**src/logic/sgc_pkg.sv**
```systemverilog
// Constants for the switch global control register pair.
// Assumes a 100 MHz core clock; the cycle counts FAST_AGE_CYC and MS_TICK_CYC derive from it.
package sgc_pkg;
	// ****************************************
	// Register map
	// ****************************************
	localparam logic [7:0] ADDR_GLOBAL_CONTROL_ZERO = 8'h02;
	localparam logic [7:0] ADDR_GLOBAL_CONTROL_ONE  = 8'h03;
	localparam logic [7:0] SPI_CMD_WRITE            = 8'h02;
	localparam logic [7:0] SPI_CMD_READ             = 8'h03;

	// ****************************************
	// Field positions
	// ****************************************
	localparam int GC0_RSVD_BIT    = 7;
	localparam int GC0_PRIO_LSB    = 4;
	localparam int GC0_PHY_MII_BIT = 3;
	localparam int GC0_SHARE_BIT   = 2;
	localparam int GC0_INTEROP_BIT = 1;
	localparam int GC0_LINK_AGE_BIT = 0;
	localparam int GC1_PASS_ALL_BIT = 7;
	localparam int GC1_RSVD_BIT     = 6;
	localparam int GC1_TX_FC_DIS_BIT = 5;
	localparam int GC1_RX_FC_DIS_BIT = 4;
	localparam int GC1_LEN_CHK_BIT  = 3;
	// Bits 2..0 of the second register belong elsewhere and read as zero
	localparam logic [7:0] GC1_IMPL_MASK = 8'hf8;

	// ****************************************
	// Reset values (strap bits filled in after reset)
	// ****************************************
	localparam logic [7:0] GC0_RESET = 8'h44;
	localparam logic [7:0] GC1_RESET = 8'h00;

	// ****************************************
	// Frame filter constants
	// ****************************************
	localparam logic [15:0] FLOW_CTRL_TYPE  = 16'h8808;
	localparam logic [47:0] FLOW_CTRL_DA    = 48'h0180_c200_0001;
	localparam logic [15:0] MAX_LEN_FIELD   = 16'h05dc;

	// ****************************************
	// Timing
	// ****************************************
	localparam int CLK_MHZ          = 100;
	localparam int FAST_AGE_US      = 800;
	localparam int FAST_AGE_CYC     = FAST_AGE_US * CLK_MHZ;
	localparam int MS_TICK_CYC      = 1000 * CLK_MHZ;
	localparam int NORMAL_AGE_S     = 300;
	localparam int NORMAL_AGE_XTRA_S = 75;
	localparam int NORMAL_AGE_MS    = (NORMAL_AGE_S + NORMAL_AGE_XTRA_S) * 1000;
	localparam int STRAP_SETTLE_CYC = 3;
	localparam int NUM_PORTS        = 5;
endpackage : sgc_pkg

```
**src/logic/sgc_reg_if.sv**
```systemverilog
// Register access path between the serial slave and the register bank.
// Single clock domain; the slave is the initiator.
`timescale 1ns/1ns
interface sgc_reg_if;
	logic       wr_en;
	logic [7:0] addr;
	logic [7:0] wdata;
	logic [7:0] rdata;

	modport initiator (output wr_en, output addr, output wdata, input rdata);
	modport target    (input wr_en, input addr, input wdata, output rdata);
endinterface : sgc_reg_if

```
**src/logic/sgc_spi_slave.sv**
```systemverilog
// Serial management slave: command byte, address byte, then data bytes
// with address auto-increment. Mode 0; pins are oversampled by clk_i.
// Assumes SCLK well below a quarter of the core clock.
`timescale 1ns/1ns
module sgc_spi_slave (
	// Clock and reset
	input  wire logic clk_i,
	input  wire logic rst_n_i,
	// Pins
	input  wire logic spi_sclk_i,
	input  wire logic spi_cs_n_i,
	input  wire logic spi_mosi_i,
	output logic      spi_miso_o,
	output logic      spi_miso_oe_o,
	// Register access
	sgc_reg_if.initiator bus
);
	import sgc_pkg::*;

	typedef enum logic [1:0] {
		SGC_PH_CMD  = 2'b00,
		SGC_PH_ADDR = 2'b01,
		SGC_PH_DATA = 2'b10
	} sgc_phase_t;

	// ****************************************
	// Pin synchronisers
	// ****************************************
	logic [2:0] sync_a;
	logic [2:0] sync_b;
	logic       sclk_d;

	always_ff @(posedge clk_i or negedge rst_n_i) begin
		if (!rst_n_i) begin
			sync_a <= 3'b010;
			sync_b <= 3'b010;
			sclk_d <= 1'b0;
		end else begin
			sync_a <= {spi_sclk_i, spi_cs_n_i, spi_mosi_i};
			sync_b <= sync_a;
			sclk_d <= sync_b[2];
		end
	end

	logic sclk_rise;
	logic sclk_fall;
	logic cs_act;
	assign sclk_rise = sync_b[2] & ~sclk_d;
	assign sclk_fall = ~sync_b[2] & sclk_d;
	assign cs_act    = ~sync_b[1];

	// ****************************************
	// Byte engine
	// ****************************************
	sgc_phase_t phase;
	sgc_phase_t next_phase;
	logic [2:0] bit_cnt;
	logic [2:0] next_bit_cnt;
	logic [7:0] shift_in;
	logic [7:0] next_shift_in;
	logic [7:0] shift_out;
	logic [7:0] next_shift_out;
	logic [7:0] addr;
	logic [7:0] next_addr;
	logic       is_read;
	logic       next_is_read;
	logic       load;
	logic       next_load;
	logic       wr;
	logic       next_wr;
	logic [7:0] wdata;
	logic [7:0] next_wdata;
	logic [7:0] byte_in;

	always_comb begin
		byte_in        = {shift_in[6:0], sync_b[0]};
		next_phase     = phase;
		next_bit_cnt   = bit_cnt;
		next_shift_in  = shift_in;
		next_shift_out = shift_out;
		next_addr      = addr;
		next_is_read   = is_read;
		next_load      = 1'b0;
		next_wr        = 1'b0;
		next_wdata     = wdata;
		if (!cs_act) begin
			next_phase   = SGC_PH_CMD;
			next_bit_cnt = 3'd0;
		end else if (load || wr) begin
			// Read data is fetched once the address is known
			if (load) begin
				next_shift_out = bus.rdata;
			end
			// Address steps once per data byte, after the access that used it
			next_addr = addr + 8'h01;
		end else if (sclk_fall && (bit_cnt != 3'd0)) begin
			// The fall closing a byte keeps the freshly loaded bit 7 on the pin
			next_shift_out = {shift_out[6:0], 1'b0};
		end else if (sclk_rise) begin
			next_shift_in = byte_in;
			next_bit_cnt  = bit_cnt + 3'd1;
			if (bit_cnt == 3'd7) begin
				unique case (phase)
					SGC_PH_CMD: begin
						next_is_read = (byte_in == SPI_CMD_READ);
						next_phase   = SGC_PH_ADDR;
					end
					SGC_PH_ADDR: begin
						next_addr  = byte_in;
						next_phase = SGC_PH_DATA;
						next_load  = is_read;
					end
					SGC_PH_DATA: begin
						if (is_read) begin
							next_load = 1'b1;
						end else begin
							next_wr    = 1'b1;
							next_wdata = byte_in;
						end
					end
					default: next_phase = SGC_PH_CMD;
				endcase
			end
		end
	end

	always_ff @(posedge clk_i or negedge rst_n_i) begin
		if (!rst_n_i) begin
			phase     <= SGC_PH_CMD;
			bit_cnt   <= 3'd0;
			shift_in  <= 8'h00;
			shift_out <= 8'h00;
			addr      <= 8'h00;
			is_read   <= 1'b0;
			load      <= 1'b0;
			wr        <= 1'b0;
			wdata     <= 8'h00;
		end else begin
			phase     <= next_phase;
			bit_cnt   <= next_bit_cnt;
			shift_in  <= next_shift_in;
			shift_out <= next_shift_out;
			addr      <= next_addr;
			is_read   <= next_is_read;
			load      <= next_load;
			wr        <= next_wr;
			wdata     <= next_wdata;
		end
	end

	// Write strobe then address step happen on consecutive cycles
	logic wr_d;
	always_ff @(posedge clk_i or negedge rst_n_i) begin
		if (!rst_n_i) begin
			wr_d <= 1'b0;
		end else begin
			wr_d <= wr;
		end
	end

	assign bus.wr_en    = wr;
	assign bus.addr     = wr_d ? addr - 8'h01 : addr;
	assign bus.wdata    = wdata;
	assign spi_miso_o    = shift_out[7];
	assign spi_miso_oe_o = cs_act & is_read & (phase == SGC_PH_DATA);
endmodule : sgc_spi_slave

```
**src/logic/sgc_top.sv**
```systemverilog
// Global control register pair of a five-port switch, with the logic the
// fields steer. Registers are reached over the serial management slave.
// Assumes frame and link inputs come from the core clock domain.
`timescale 1ns/1ns
module sgc_top #(
	parameter int POOL_BLOCKS   = 512,
	parameter int FAST_AGE_CYCLES = sgc_pkg::FAST_AGE_CYC,
	parameter int MS_TICK_CYCLES  = sgc_pkg::MS_TICK_CYC,
	parameter int NORMAL_AGE_MSEC = sgc_pkg::NORMAL_AGE_MS
) (
	// Clock and reset
	input  wire logic        clk_i,
	input  wire logic        reset_n_i,
	// Serial management pins
	input  wire logic        spi_sclk_i,
	input  wire logic        spi_cs_n_i,
	input  wire logic        spi_mosi_i,
	output logic             spi_miso_o,
	output logic             spi_miso_oe_o,
	// Straps
	input  wire logic        port5_indicator1_strap_pin_i,
	input  wire logic        mii_rx_data3_strap_pin_i,
	// PHY-mode MII outputs from the core and to the pins
	input  wire logic [5:0]  mii_core_out_i,
	output logic [5:0]       mii_out_o,
	output logic [5:0]       mii_out_oe_o,
	// Frame classification
	input  wire logic        frame_valid_i,
	input  wire logic [2:0]  frame_user_prio_i,
	input  wire logic [15:0] frame_type_len_i,
	input  wire logic [47:0] frame_da_i,
	input  wire logic        frame_is_flow_ctrl_i,
	input  wire logic        frame_errored_i,
	input  wire logic [15:0] frame_actual_len_i,
	output logic             frame_high_prio_o,
	output logic             frame_drop_o,
	// Buffer and flow control
	output logic [15:0]      port_buffer_limit_o,
	input  wire logic [4:0]  an_tx_fc_i,
	input  wire logic [4:0]  an_rx_fc_i,
	output logic [4:0]       tx_fc_en_o,
	output logic [4:0]       rx_fc_en_o,
	// Aging
	input  wire logic [4:0]  port_link_up_i,
	output logic             age_flush_all_o,
	output logic             fast_age_busy_o,
	output logic             age_period_tick_o,
	output logic             pass_all_o
);
	import sgc_pkg::*;

	// ****************************************
	// Reset release and strap capture
	// ****************************************
	logic [1:0] rst_sync;
	logic       rst_n;
	always_ff @(posedge clk_i or negedge reset_n_i) begin
		if (!reset_n_i) begin
			rst_sync <= 2'b00;
		end else begin
			rst_sync <= {rst_sync[0], 1'b1};
		end
	end
	assign rst_n = rst_sync[1];

	logic [1:0] strap_a;
	logic [1:0] strap_b;
	logic [1:0] settle;
	logic       strap_load;
	always_ff @(posedge clk_i or negedge rst_n) begin
		if (!rst_n) begin
			strap_a <= 2'b10;
			strap_b <= 2'b10;
			settle  <= 2'd0;
		end else begin
			strap_a <= {port5_indicator1_strap_pin_i, mii_rx_data3_strap_pin_i};
			strap_b <= strap_a;
			if (settle != 2'(STRAP_SETTLE_CYC)) begin
				settle <= settle + 2'd1;
			end
		end
	end
	// One-cycle load once the strap synchronisers hold pin values
	assign strap_load = (settle == 2'(STRAP_SETTLE_CYC - 1));

	// ****************************************
	// Register bank
	// ****************************************
	sgc_reg_if bus ();

	sgc_spi_slave u_spi (
		.clk_i         (clk_i),
		.rst_n_i       (rst_n),
		.spi_sclk_i    (spi_sclk_i),
		.spi_cs_n_i    (spi_cs_n_i),
		.spi_mosi_i    (spi_mosi_i),
		.spi_miso_o    (spi_miso_o),
		.spi_miso_oe_o (spi_miso_oe_o),
		.bus           (bus)
	);

	logic [7:0] global_control_zero;
	logic [7:0] next_global_control_zero;
	logic [7:0] global_control_one;
	logic [7:0] next_global_control_one;

	always_comb begin
		next_global_control_zero = global_control_zero;
		next_global_control_one  = global_control_one;
		if (strap_load) begin
			next_global_control_zero[GC0_PHY_MII_BIT] = strap_b[1];
			next_global_control_one[GC1_TX_FC_DIS_BIT] = strap_b[0];
			next_global_control_one[GC1_RX_FC_DIS_BIT] = strap_b[0];
		end else if (bus.wr_en) begin
			if (bus.addr == ADDR_GLOBAL_CONTROL_ZERO) begin
				next_global_control_zero = bus.wdata;
			end
			if (bus.addr == ADDR_GLOBAL_CONTROL_ONE) begin
				next_global_control_one = bus.wdata & GC1_IMPL_MASK;
			end
		end
	end

	always_ff @(posedge clk_i or negedge rst_n) begin
		if (!rst_n) begin
			global_control_zero <= GC0_RESET;
			global_control_one  <= GC1_RESET;
		end else begin
			global_control_zero <= next_global_control_zero;
			global_control_one  <= next_global_control_one;
		end
	end

	assign bus.rdata = (bus.addr == ADDR_GLOBAL_CONTROL_ZERO) ? global_control_zero :
		(bus.addr == ADDR_GLOBAL_CONTROL_ONE) ? global_control_one : 8'h00;

	// ****************************************
	// Field decode
	// ****************************************
	logic [2:0] base_prio;
	logic       mii_en;
	logic       share;
	logic       interop_test_drop_mode;
	logic       link_age;
	logic       tx_fc_dis;
	logic       rx_fc_dis;
	logic       len_chk;
	assign base_prio = global_control_zero[GC0_PRIO_LSB +: 3];
	assign mii_en    = global_control_zero[GC0_PHY_MII_BIT];
	assign share     = global_control_zero[GC0_SHARE_BIT];
	assign interop_test_drop_mode = global_control_zero[GC0_INTEROP_BIT];
	assign link_age  = global_control_zero[GC0_LINK_AGE_BIT];
	assign pass_all_o = global_control_one[GC1_PASS_ALL_BIT];
	assign tx_fc_dis = global_control_one[GC1_TX_FC_DIS_BIT];
	assign rx_fc_dis = global_control_one[GC1_RX_FC_DIS_BIT];
	assign len_chk   = global_control_one[GC1_LEN_CHK_BIT];

	assign mii_out_o    = mii_en ? mii_core_out_i : 6'h00;
	assign mii_out_oe_o = {6{mii_en}};

	// ****************************************
	// Frame decisions (fields read live, so writes act on the next frame)
	// ****************************************
	logic next_high;
	logic next_drop;
	logic ctrl_drop;
	logic len_drop;
	always_comb begin
		next_high = frame_valid_i ? (frame_user_prio_i >= base_prio) : frame_high_prio_o;
		ctrl_drop = interop_test_drop_mode ?
			((frame_type_len_i == FLOW_CTRL_TYPE) || (frame_da_i == FLOW_CTRL_DA)) :
			frame_is_flow_ctrl_i;
		len_drop = len_chk && (frame_type_len_i < MAX_LEN_FIELD) &&
			(frame_type_len_i != frame_actual_len_i);
		next_drop = frame_valid_i ?
			(ctrl_drop | len_drop | (frame_errored_i & ~pass_all_o)) : frame_drop_o;
	end

	always_ff @(posedge clk_i or negedge rst_n) begin
		if (!rst_n) begin
			frame_high_prio_o <= 1'b0;
			frame_drop_o      <= 1'b0;
		end else begin
			frame_high_prio_o <= next_high;
			frame_drop_o      <= next_drop;
		end
	end

	assign port_buffer_limit_o = share ? 16'(POOL_BLOCKS) : 16'(POOL_BLOCKS / NUM_PORTS);

	assign tx_fc_en_o = an_tx_fc_i & {5{~tx_fc_dis}};
	assign rx_fc_en_o = an_rx_fc_i & {5{~rx_fc_dis}};

	// ****************************************
	// Aging timer
	// ****************************************
	typedef enum logic {
		SGC_AGE_NORMAL = 1'b0,
		SGC_AGE_FAST   = 1'b1
	} sgc_age_t;

	sgc_age_t   age_st;
	sgc_age_t   next_age_st;
	logic [4:0] link_d;
	logic       link_lost;
	logic [16:0] fast_cnt;
	logic [16:0] next_fast_cnt;
	logic [16:0] div_cnt;
	logic [16:0] next_div_cnt;
	logic [18:0] ms_cnt;
	logic [18:0] next_ms_cnt;
	logic        ms_tick;
	logic        next_flush;
	logic        next_period;

	assign link_lost = link_age && |(link_d & ~port_link_up_i);
	assign ms_tick   = (div_cnt == 17'(MS_TICK_CYCLES - 1));

	always_comb begin
		next_age_st   = age_st;
		next_fast_cnt = fast_cnt;
		next_div_cnt  = ms_tick ? 17'd0 : div_cnt + 17'd1;
		next_ms_cnt   = ms_cnt;
		next_flush    = 1'b0;
		next_period   = 1'b0;
		if (link_lost) begin
			next_age_st   = SGC_AGE_FAST;
			next_fast_cnt = 17'd0;
			next_flush    = 1'b1;
		end else begin
			unique case (age_st)
				SGC_AGE_FAST: begin
					next_fast_cnt = fast_cnt + 17'd1;
					if (fast_cnt == 17'(FAST_AGE_CYCLES - 1)) begin
						next_age_st = SGC_AGE_NORMAL;
						next_ms_cnt = 19'd0;
					end
				end
				SGC_AGE_NORMAL: begin
					if (ms_tick) begin
						next_ms_cnt = ms_cnt + 19'd1;
						if (ms_cnt == 19'(NORMAL_AGE_MSEC - 1)) begin
							next_ms_cnt = 19'd0;
							next_period = 1'b1;
						end
					end
				end
			endcase
		end
	end

	always_ff @(posedge clk_i or negedge rst_n) begin
		if (!rst_n) begin
			age_st            <= SGC_AGE_NORMAL;
			link_d            <= 5'h00;
			fast_cnt          <= 17'd0;
			div_cnt           <= 17'd0;
			ms_cnt            <= 19'd0;
			age_flush_all_o   <= 1'b0;
			age_period_tick_o <= 1'b0;
		end else begin
			age_st            <= next_age_st;
			link_d            <= port_link_up_i;
			fast_cnt          <= next_fast_cnt;
			div_cnt           <= next_div_cnt;
			ms_cnt            <= next_ms_cnt;
			age_flush_all_o   <= next_flush;
			age_period_tick_o <= next_period;
		end
	end

	assign fast_age_busy_o = (age_st == SGC_AGE_FAST);
endmodule : sgc_top

```
**config.mk**
```make
export PLATFORM = sky130hd
export DESIGN_NAME = sgc_top
export DESIGN_NICKNAME = d
export VERILOG_FILES = /design/src/logic/sgc_pkg.sv /design/src/logic/sgc_reg_if.sv /design/src/logic/sgc_spi_slave.sv /design/src/logic/sgc_top.sv
export SDC_FILE = /design/constraint.sdc
export NUM_CORES = 1
export LEC_CHECK = 0
export ABC_AREA = 0
export BUFFER_PORTS_ARGS = -buffer_cell sky130_fd_sc_hd__buf_2
export CORE_MARGIN = 5
export CORE_UTILIZATION = 30
export DETAILED_ROUTE_END_ITERATION = 10
export PLACE_DENSITY_LB_ADDON = 0.2
export SYNTH_ARGS = -nofsm -noshare
export SYNTH_HDL_FRONTEND = slang
export SYNTH_HIERARCHICAL = 1
export SYNTH_SLANG_ARGS = --single-unit
```
**constraint.sdc**
```tcl
create_clock -name clk_i -period 4.4 [get_ports clk_i]
set_clock_uncertainty 0.05 [all_clocks]
set_input_delay 0.22 -clock clk_i [delete_from_list [all_inputs] [get_ports clk_i]]
set_output_delay 0.22 -clock clk_i [all_outputs]
set_load 0.02 [all_outputs]
```
# Word level (Yosys, flattened, before mapping)
# Index checks and enable logic that the tools add are counted.
[totals]
in_bits = 114
register_bits = 131
[op_classes]
add_sub_neg = 7
eq_ne = 21
reduce_logical = 31
mux = 59
bitwise_logic = 23
n_lt_le_gt_ge = 2
[op_table]
columns = ["operator", "n"]
rows = [
  ["$mux W8", 11],
  ["$mux W19", 3],
  ["$mux W17", 3],
  ["$eq A48 B41 Y1 const B", 1],
  ["$pmux W19 S2", 1],
  ["$add A17 B1 Y17 const B", 2],
  ["$eq A17 B17 Y1 const B", 2],
  ["$eq A8 B2 Y1 const B", 3],
  ["$mux W1", 23],
  ["$reduce_bool A2 Y1", 10],
  ["$add A19 B1 Y19 const B", 1],
  ["$eq A19 B19 Y1 const B", 1],
  ["$mux W6", 3],
  ["$eq A16 B16 Y1 const B", 1],
  ["$lt A16 B11 Y1 const B", 1],
  ["$ne A16 B16 Y1", 1],
  ["$and A5 B5 Y5", 3],
  ["$reduce_and A3 Y1", 5],
  ["$mux W2", 6],
  ["$mux W3", 4],
  ["$ne A2 B1 Y1 const B", 6],
  ["$not A1 Y1", 12],
  ["$mux W10", 1],
  ["$reduce_and A5 Y1", 2],
  ["24 further kinds", 37],
]

# Longest topological paths before layout
[depth]
ltp_word = 7
depth_mapped = 11
depth_no_buf = 10

# By module
# Netlist, hierarchy kept.
[by_module_without_submodules]
columns = ["mod", "cells_each", "instances", "seq_area_each_um2", "area_per_inst_um2"]
rows = [
  ["sgc_top", 499, 1, 2107.0, 4809.6],
  ["sgc_spi_slave", 208, 1, 1178.6, 2274.7],
]

# Worst setup path before layout
# No wires, ideal clock.
[synth_timing]
kind = "reg2reg"
from = "reg u_spi.addr[2]"
to = "reg global_control_zero[0]"
setup_slack_ps = 1195
n_path_buf = 2
arrival_time_ps = 3030
path_stages_with_launch = 10
period_less_slack_ps = 3205
cell_sequence = "dfrtp_1 clkbuf_1 or4_1 nor3_1 xor2_1 or4_1 nor4_2 and3_1 buf_4 mux2_2"
[synth_between]
elab_chain_len = 4
[synth_rtl]
columns = ["item", "line_no", "source"]
rows = [
  ["start: declaration", "sgc_spi_slave.sv:63", "logic [7:0] addr;"],
  ["start signal: assignment", "sgc_spi_slave.sv:143", "addr <= next_addr;"],
  ["$sub A8 B1 Y8", "sgc_spi_slave.sv:162", "assign bus.addr = wr_d ? addr - 8'h01 : addr;"],
  ["$mux W8", "sgc_spi_slave.sv:162", ""],
  ["net bus.addr[7]", "sgc_reg_if.sv:6", "logic [7:0] addr;"],
  ["$eq A8 B2 Y1", "sgc_top.sv:115", "if (bus.addr == ADDR_GLOBAL_CONTROL_ZERO) begin"],
  ["$reduce_and A3 Y1 (no source line)", "-", ""],
  ["end signal: assignment", "sgc_top.sv:129", "global_control_zero <= next_global_control_zero;"],
  ["end: declaration", "sgc_top.sv:102", "logic [7:0] global_control_zero;"],
]
# The timed path passes the listed nets, and every way through them passes these cells.
# A chain may end at the register's enable or synchronous reset.

# Worst setup path in the final report
[layout_timing]
from = "reg u_spi.addr[2]"
to = "reg global_control_one[6]"
[layout_between]
elab_chain_len = 4
[layout_rtl]
columns = ["item", "line_no", "source"]
rows = [
  ["$sub A8 B1 Y8", "sgc_spi_slave.sv:162", ""],
  ["$mux W8", "sgc_spi_slave.sv:162", ""],
  ["net bus.addr[7]", "sgc_reg_if.sv:6", ""],
  ["$eq A8 B2 Y1", "sgc_top.sv:118", "if (bus.addr == ADDR_GLOBAL_CONTROL_ONE) begin"],
  ["$reduce_and A3 Y1 (no source line)", "-", ""],
  ["end signal: assignment", "sgc_top.sv:130", "global_control_one <= next_global_control_one;"],
  ["end: declaration", "sgc_top.sv:104", "logic [7:0] global_control_one;"],
]
# The timed path passes the listed nets, and every way through them passes these cells.

==> qor.log <==
INFO  pwr            power_density=340mW/mm2
INFO  cells_and_area finalNetCount=988
INFO  setup_path     path_delay_family=simple AND/OR/NAND/NOR gates
INFO  pwr            final_total_power=2.96mW
INFO  cells_and_area syn_to_final_growth=23.2%
INFO  setup_path     cp_data_required_time=4.65ns
INFO  cts            cts.repair_timing.setup_buffer_count=0
INFO  logic_synthesis ys_types=65
INFO  grt            first_pass_grt_wire_length=28.2mm
INFO  placed_design  place_hpwl=12.3mm
INFO  cells_and_area antenna_cells_inserted=0
INFO  routing        detail_route.drc_violations=0
INFO  logic_synthesis asyncSetResetFlopFracSynth=1.00
INFO  floorplan      die-area=0.0268mm2
INFO  routing        vias_post_dr=5605
INFO  logic_synthesis yosys.area.top_type_share=0.442
INFO  logic_synthesis ys.warnings.count=6
INFO  logic_synthesis postSynthRegisterBits=131
INFO  setup_path     worstPathMaxFanout=10
INFO  logic_synthesis synth_top_cells_by_count=125 x sky130_fd_sc_hd__dfrtp_1, 60 x sky130_fd_sc_hd__nor2_1, 54 x sky130_fd_sc_hd__nand3_1
INFO  grt            global_route.usage.total=0.129
INFO  routing        dr.pass1.iters=4
INFO  floorplan      chipWidth=164um
INFO  logic_synthesis ys_seq_area_frac=0.464
INFO  sta            post-route-period-util=0.740
INFO  cts            cts-resized-gates=0
INFO  setup_path     worstSetupStartpointType=register
INFO  routing        m1WireLength=8.36mm
INFO  logic_synthesis yosysTopAreaCell=sky130_fd_sc_hd__dfrtp_1
INFO  sta            setup_tns=0ns
INFO  cts            clock_sink_count=131
INFO  routing        route.met3.wl=904um
INFO  sta            setup_viol=0
INFO  status         run_status=finished clean
INFO  setup_path     worst_path_most_repeated_cell=sky130_fd_sc_hd__or4_1
INFO  cts            cts_tree=built
INFO  cts            cts_htree_levels=4
INFO  cts            hold_fix_buffer_count_after_cts=12
INFO  floorplan      initial_utilization=0.304
INFO  routing        highest-signal-layer=met4
INFO  sta            timing.final.hold_violations=0
INFO  setup_path     crit_type=reg -> reg
INFO  setup_path     worstPathBufferInverterCount=0
INFO  routing        drt-wirelength-per-cell=14.4um
INFO  logic_synthesis number_of_flops_mapped_to_enable_cells_by_yosys=0
INFO  cts            clockBufferDepth=2
INFO  routing        vias_per_cell=4.71
INFO  placed_design  portBuffers=148
INFO  logic_synthesis syn-mean-instance-area=10.0um2
INFO  placed_design  finalWeightedCongestion=0.777
INFO  floorplan      die_h=164um
INFO  routing        initialDrtViolationCount=364
INFO  sta            finalWorstPathRequiredPeriod=3.26ns
INFO  setup_path     crit_path_top_delay_cell=sky130_fd_sc_hd__nor4b_2
INFO  sta            max_clock_freq=307MHz
INFO  sta            worst_slew_pin_slew=1.20ns
INFO  logic_synthesis synthMostInstantiatedCell=sky130_fd_sc_hd__dfrtp_1
INFO  grt            total_congestion_overflow_after_global_routing=0
INFO  logic_synthesis yosys-top-cells-area=sky130_fd_sc_hd__dfrtp_1 44%, sky130_fd_sc_hd__xor2_1 4.8%, sky130_fd_sc_hd__nand3_1 3.8%
INFO  routing        routed_wl=17.1mm
INFO  setup_path     origin_of_the_worst_setup_path=u_spi/addr[2]
INFO  routing        ant_nets=0
INFO  floorplan      placement_rows=56
INFO  floorplan      top_level_ports=160
INFO  cells_and_area post_route_cells_drive_above_1_share=0.257
INFO  sta            max_slew_headroom_at_the_worst_pin=0.194
INFO  setup_path     critical_path.cell_chain=or4_1 -> nor3_1 -> xor2_1 -> or4_1 -> nor4b_2 -> nand3_1 -> mux2_2
INFO  cts            clk_latency=0.41ns
INFO  cts            cts_root_buf=sky130_fd_sc_hd__clkbuf_16
INFO  sta            maxSlewViolCount=0
INFO  logic_synthesis most_used_flip_flop_cell_after_synthesis=sky130_fd_sc_hd__dfrtp_1
INFO  grt            via_count_of_the_first_global_routing_pass=5581
INFO  sta            unrepaired_setup_endpoints_after_global_routing=false
INFO  setup_path     regToRegStartpoint=u_spi/addr[2]
INFO  floorplan      placeableCoreArea=0.0233mm2
INFO  setup_path     cp_data_arrival_time=3.51ns
INFO  pwr            peakVddDrop=0.223mV
INFO  run            drv_cap=0
INFO  routing        met2_length=7.71mm
INFO  setup_path     cpPeakStageDelay=0.65ns
INFO  setup_path     endpoint_kind=register
INFO  logic_synthesis synth_area=0.00708mm2
INFO  grt            grt_antenna_before_repair=0
INFO  cts            cts_inserted_buffers=17
INFO  hold_path      min_path_type=in -> async
INFO  grt            grt_max_degree=68
INFO  cts            clock_pin_slew_on_the_worst_setup_and_hold_paths=0.06ns
INFO  pwr            power.static_leakage=4.03nW
INFO  logic_synthesis syn-instance-count=707
[kinds of logic (layout without fill, tap and decap cells)]
kind of cell               count (synthesis)  after routing  share of synthesized area
AOI/OAI and AO/OA                         93             93                     0.0862
xor gates and xnor gates                  54             54                     0.0668
adders and majority gates                 17             17                     0.0300
buffers and inverters                     75            228                     0.0576
DFF                                      131            131                      0.464
muxes                                     38             38                     0.0583
other                                      2             12                    0.00106
and+or+nand+nor                          297            297                      0.236
[where the power goes]
| group | switching (mW) | internal (mW) | total, mW |
|---|---|---|---|
| Combinational | 0.126 | 0.121 | 0.247 |
| Sequential | 0.0690 | 1.27 | 1.34 |
| Clock | 0.531 | 0.843 | 1.37 |
[per-stage QoR]
step / std cells / hold slack (ns) / cell area, um2 / setup slack (ns) / utilization
2_1_floorplan: 717 / -0.126 / 7120 / 0.440 / -
3_3_place_gp: 1145 / -0.0433 / 8030 / 1.12 / 0.344
3_5_place_dp: 1145 / -0.0416 / 8030 / 1.13 / 0.344
4_1_cts: 1189 / 0.0452 / 8720 / 1.12 / 0.374
5_1_grt: 1189 / 0.0673 / 8720 / 0.955 / 0.374
6_report: 1189 / 0.0698 / 8720 / 1.14 / 0.374
[flip-flops by register name, indices dropped and copies added (netlist names), 3 cells and up]
register             cells
div_cnt                 17
fast_cnt                17
global_control_one       5
global_control_zero      8
link_d                   5
ms_cnt                  19
u_spi/addr               8
u_spi/bit_cnt            3
u_spi/bus.wdata          8
u_spi/shift_in           7
u_spi/shift_out          8
u_spi/sync_a             3
u_spi/sync_b             3
[routing by layer]
metal	vias to the layer above	GRT usage
li1	2810	-
met1	2660	0.180
met2	126	0.203
met3	9	0.0300
met4	0	0.0347
met5	-	0
[worst paths after layout]
path | slack (ns) | endpoint | cells past startpoint
max | 1.14 | global_control_one[6] | 7
min | 0.07 | rst_sync[1] | 2
max reg2reg | 1.14 | global_control_one[6] | 7
min reg2reg | 0.30 | u_spi/sync_b[2] | 0
max in group asynchronous | 3.05 | global_control_zero[2] | 1
min in group clk_i | 0.14 | frame_drop_o | 4
[final cells by class]
type | count | area, um2
clock inverter | 14 | 138
fill | 2382 | 14600
timing repair buffer | 166 | 918
tap | 319 | 399
sequential | 131 | 3290
clock buffer | 18 | 439
inverter | 30 | 113
multi-input combinational | 511 | 3430
[cell usage in the layout, fill, tap and decap left out, types with 5 or more instances in the layout]
cell / instances
sky130_fd_sc_hd__a21oi_1: 25
sky130_fd_sc_hd__a22o_1: 5
sky130_fd_sc_hd__and2_1: 12
sky130_fd_sc_hd__and3_1: 14
sky130_fd_sc_hd__buf_2: 148
sky130_fd_sc_hd__buf_4: 5
sky130_fd_sc_hd__clkbuf_16: 17
sky130_fd_sc_hd__clkinv_2: 6
sky130_fd_sc_hd__conb_1: 12
sky130_fd_sc_hd__dfrtp_1: 124
sky130_fd_sc_hd__dfstp_2: 6
sky130_fd_sc_hd__dlygate4sd3_1: 12
sky130_fd_sc_hd__ha_1: 17
sky130_fd_sc_hd__inv_1: 28
sky130_fd_sc_hd__mux2_2: 14
sky130_fd_sc_hd__mux2i_1: 21
sky130_fd_sc_hd__nand2_1: 37
sky130_fd_sc_hd__nand3_1: 54
sky130_fd_sc_hd__nand4_1: 21
sky130_fd_sc_hd__nand4b_1: 6
sky130_fd_sc_hd__nor2_1: 60
sky130_fd_sc_hd__nor2b_1: 16
sky130_fd_sc_hd__nor3_1: 13
sky130_fd_sc_hd__nor4_1: 22
sky130_fd_sc_hd__nor4b_1: 7
sky130_fd_sc_hd__o21ai_0: 33
sky130_fd_sc_hd__or4_1: 5
sky130_fd_sc_hd__xnor2_1: 15
sky130_fd_sc_hd__xor2_1: 39
Note: power is estimated with default switching activity, not from simulation.
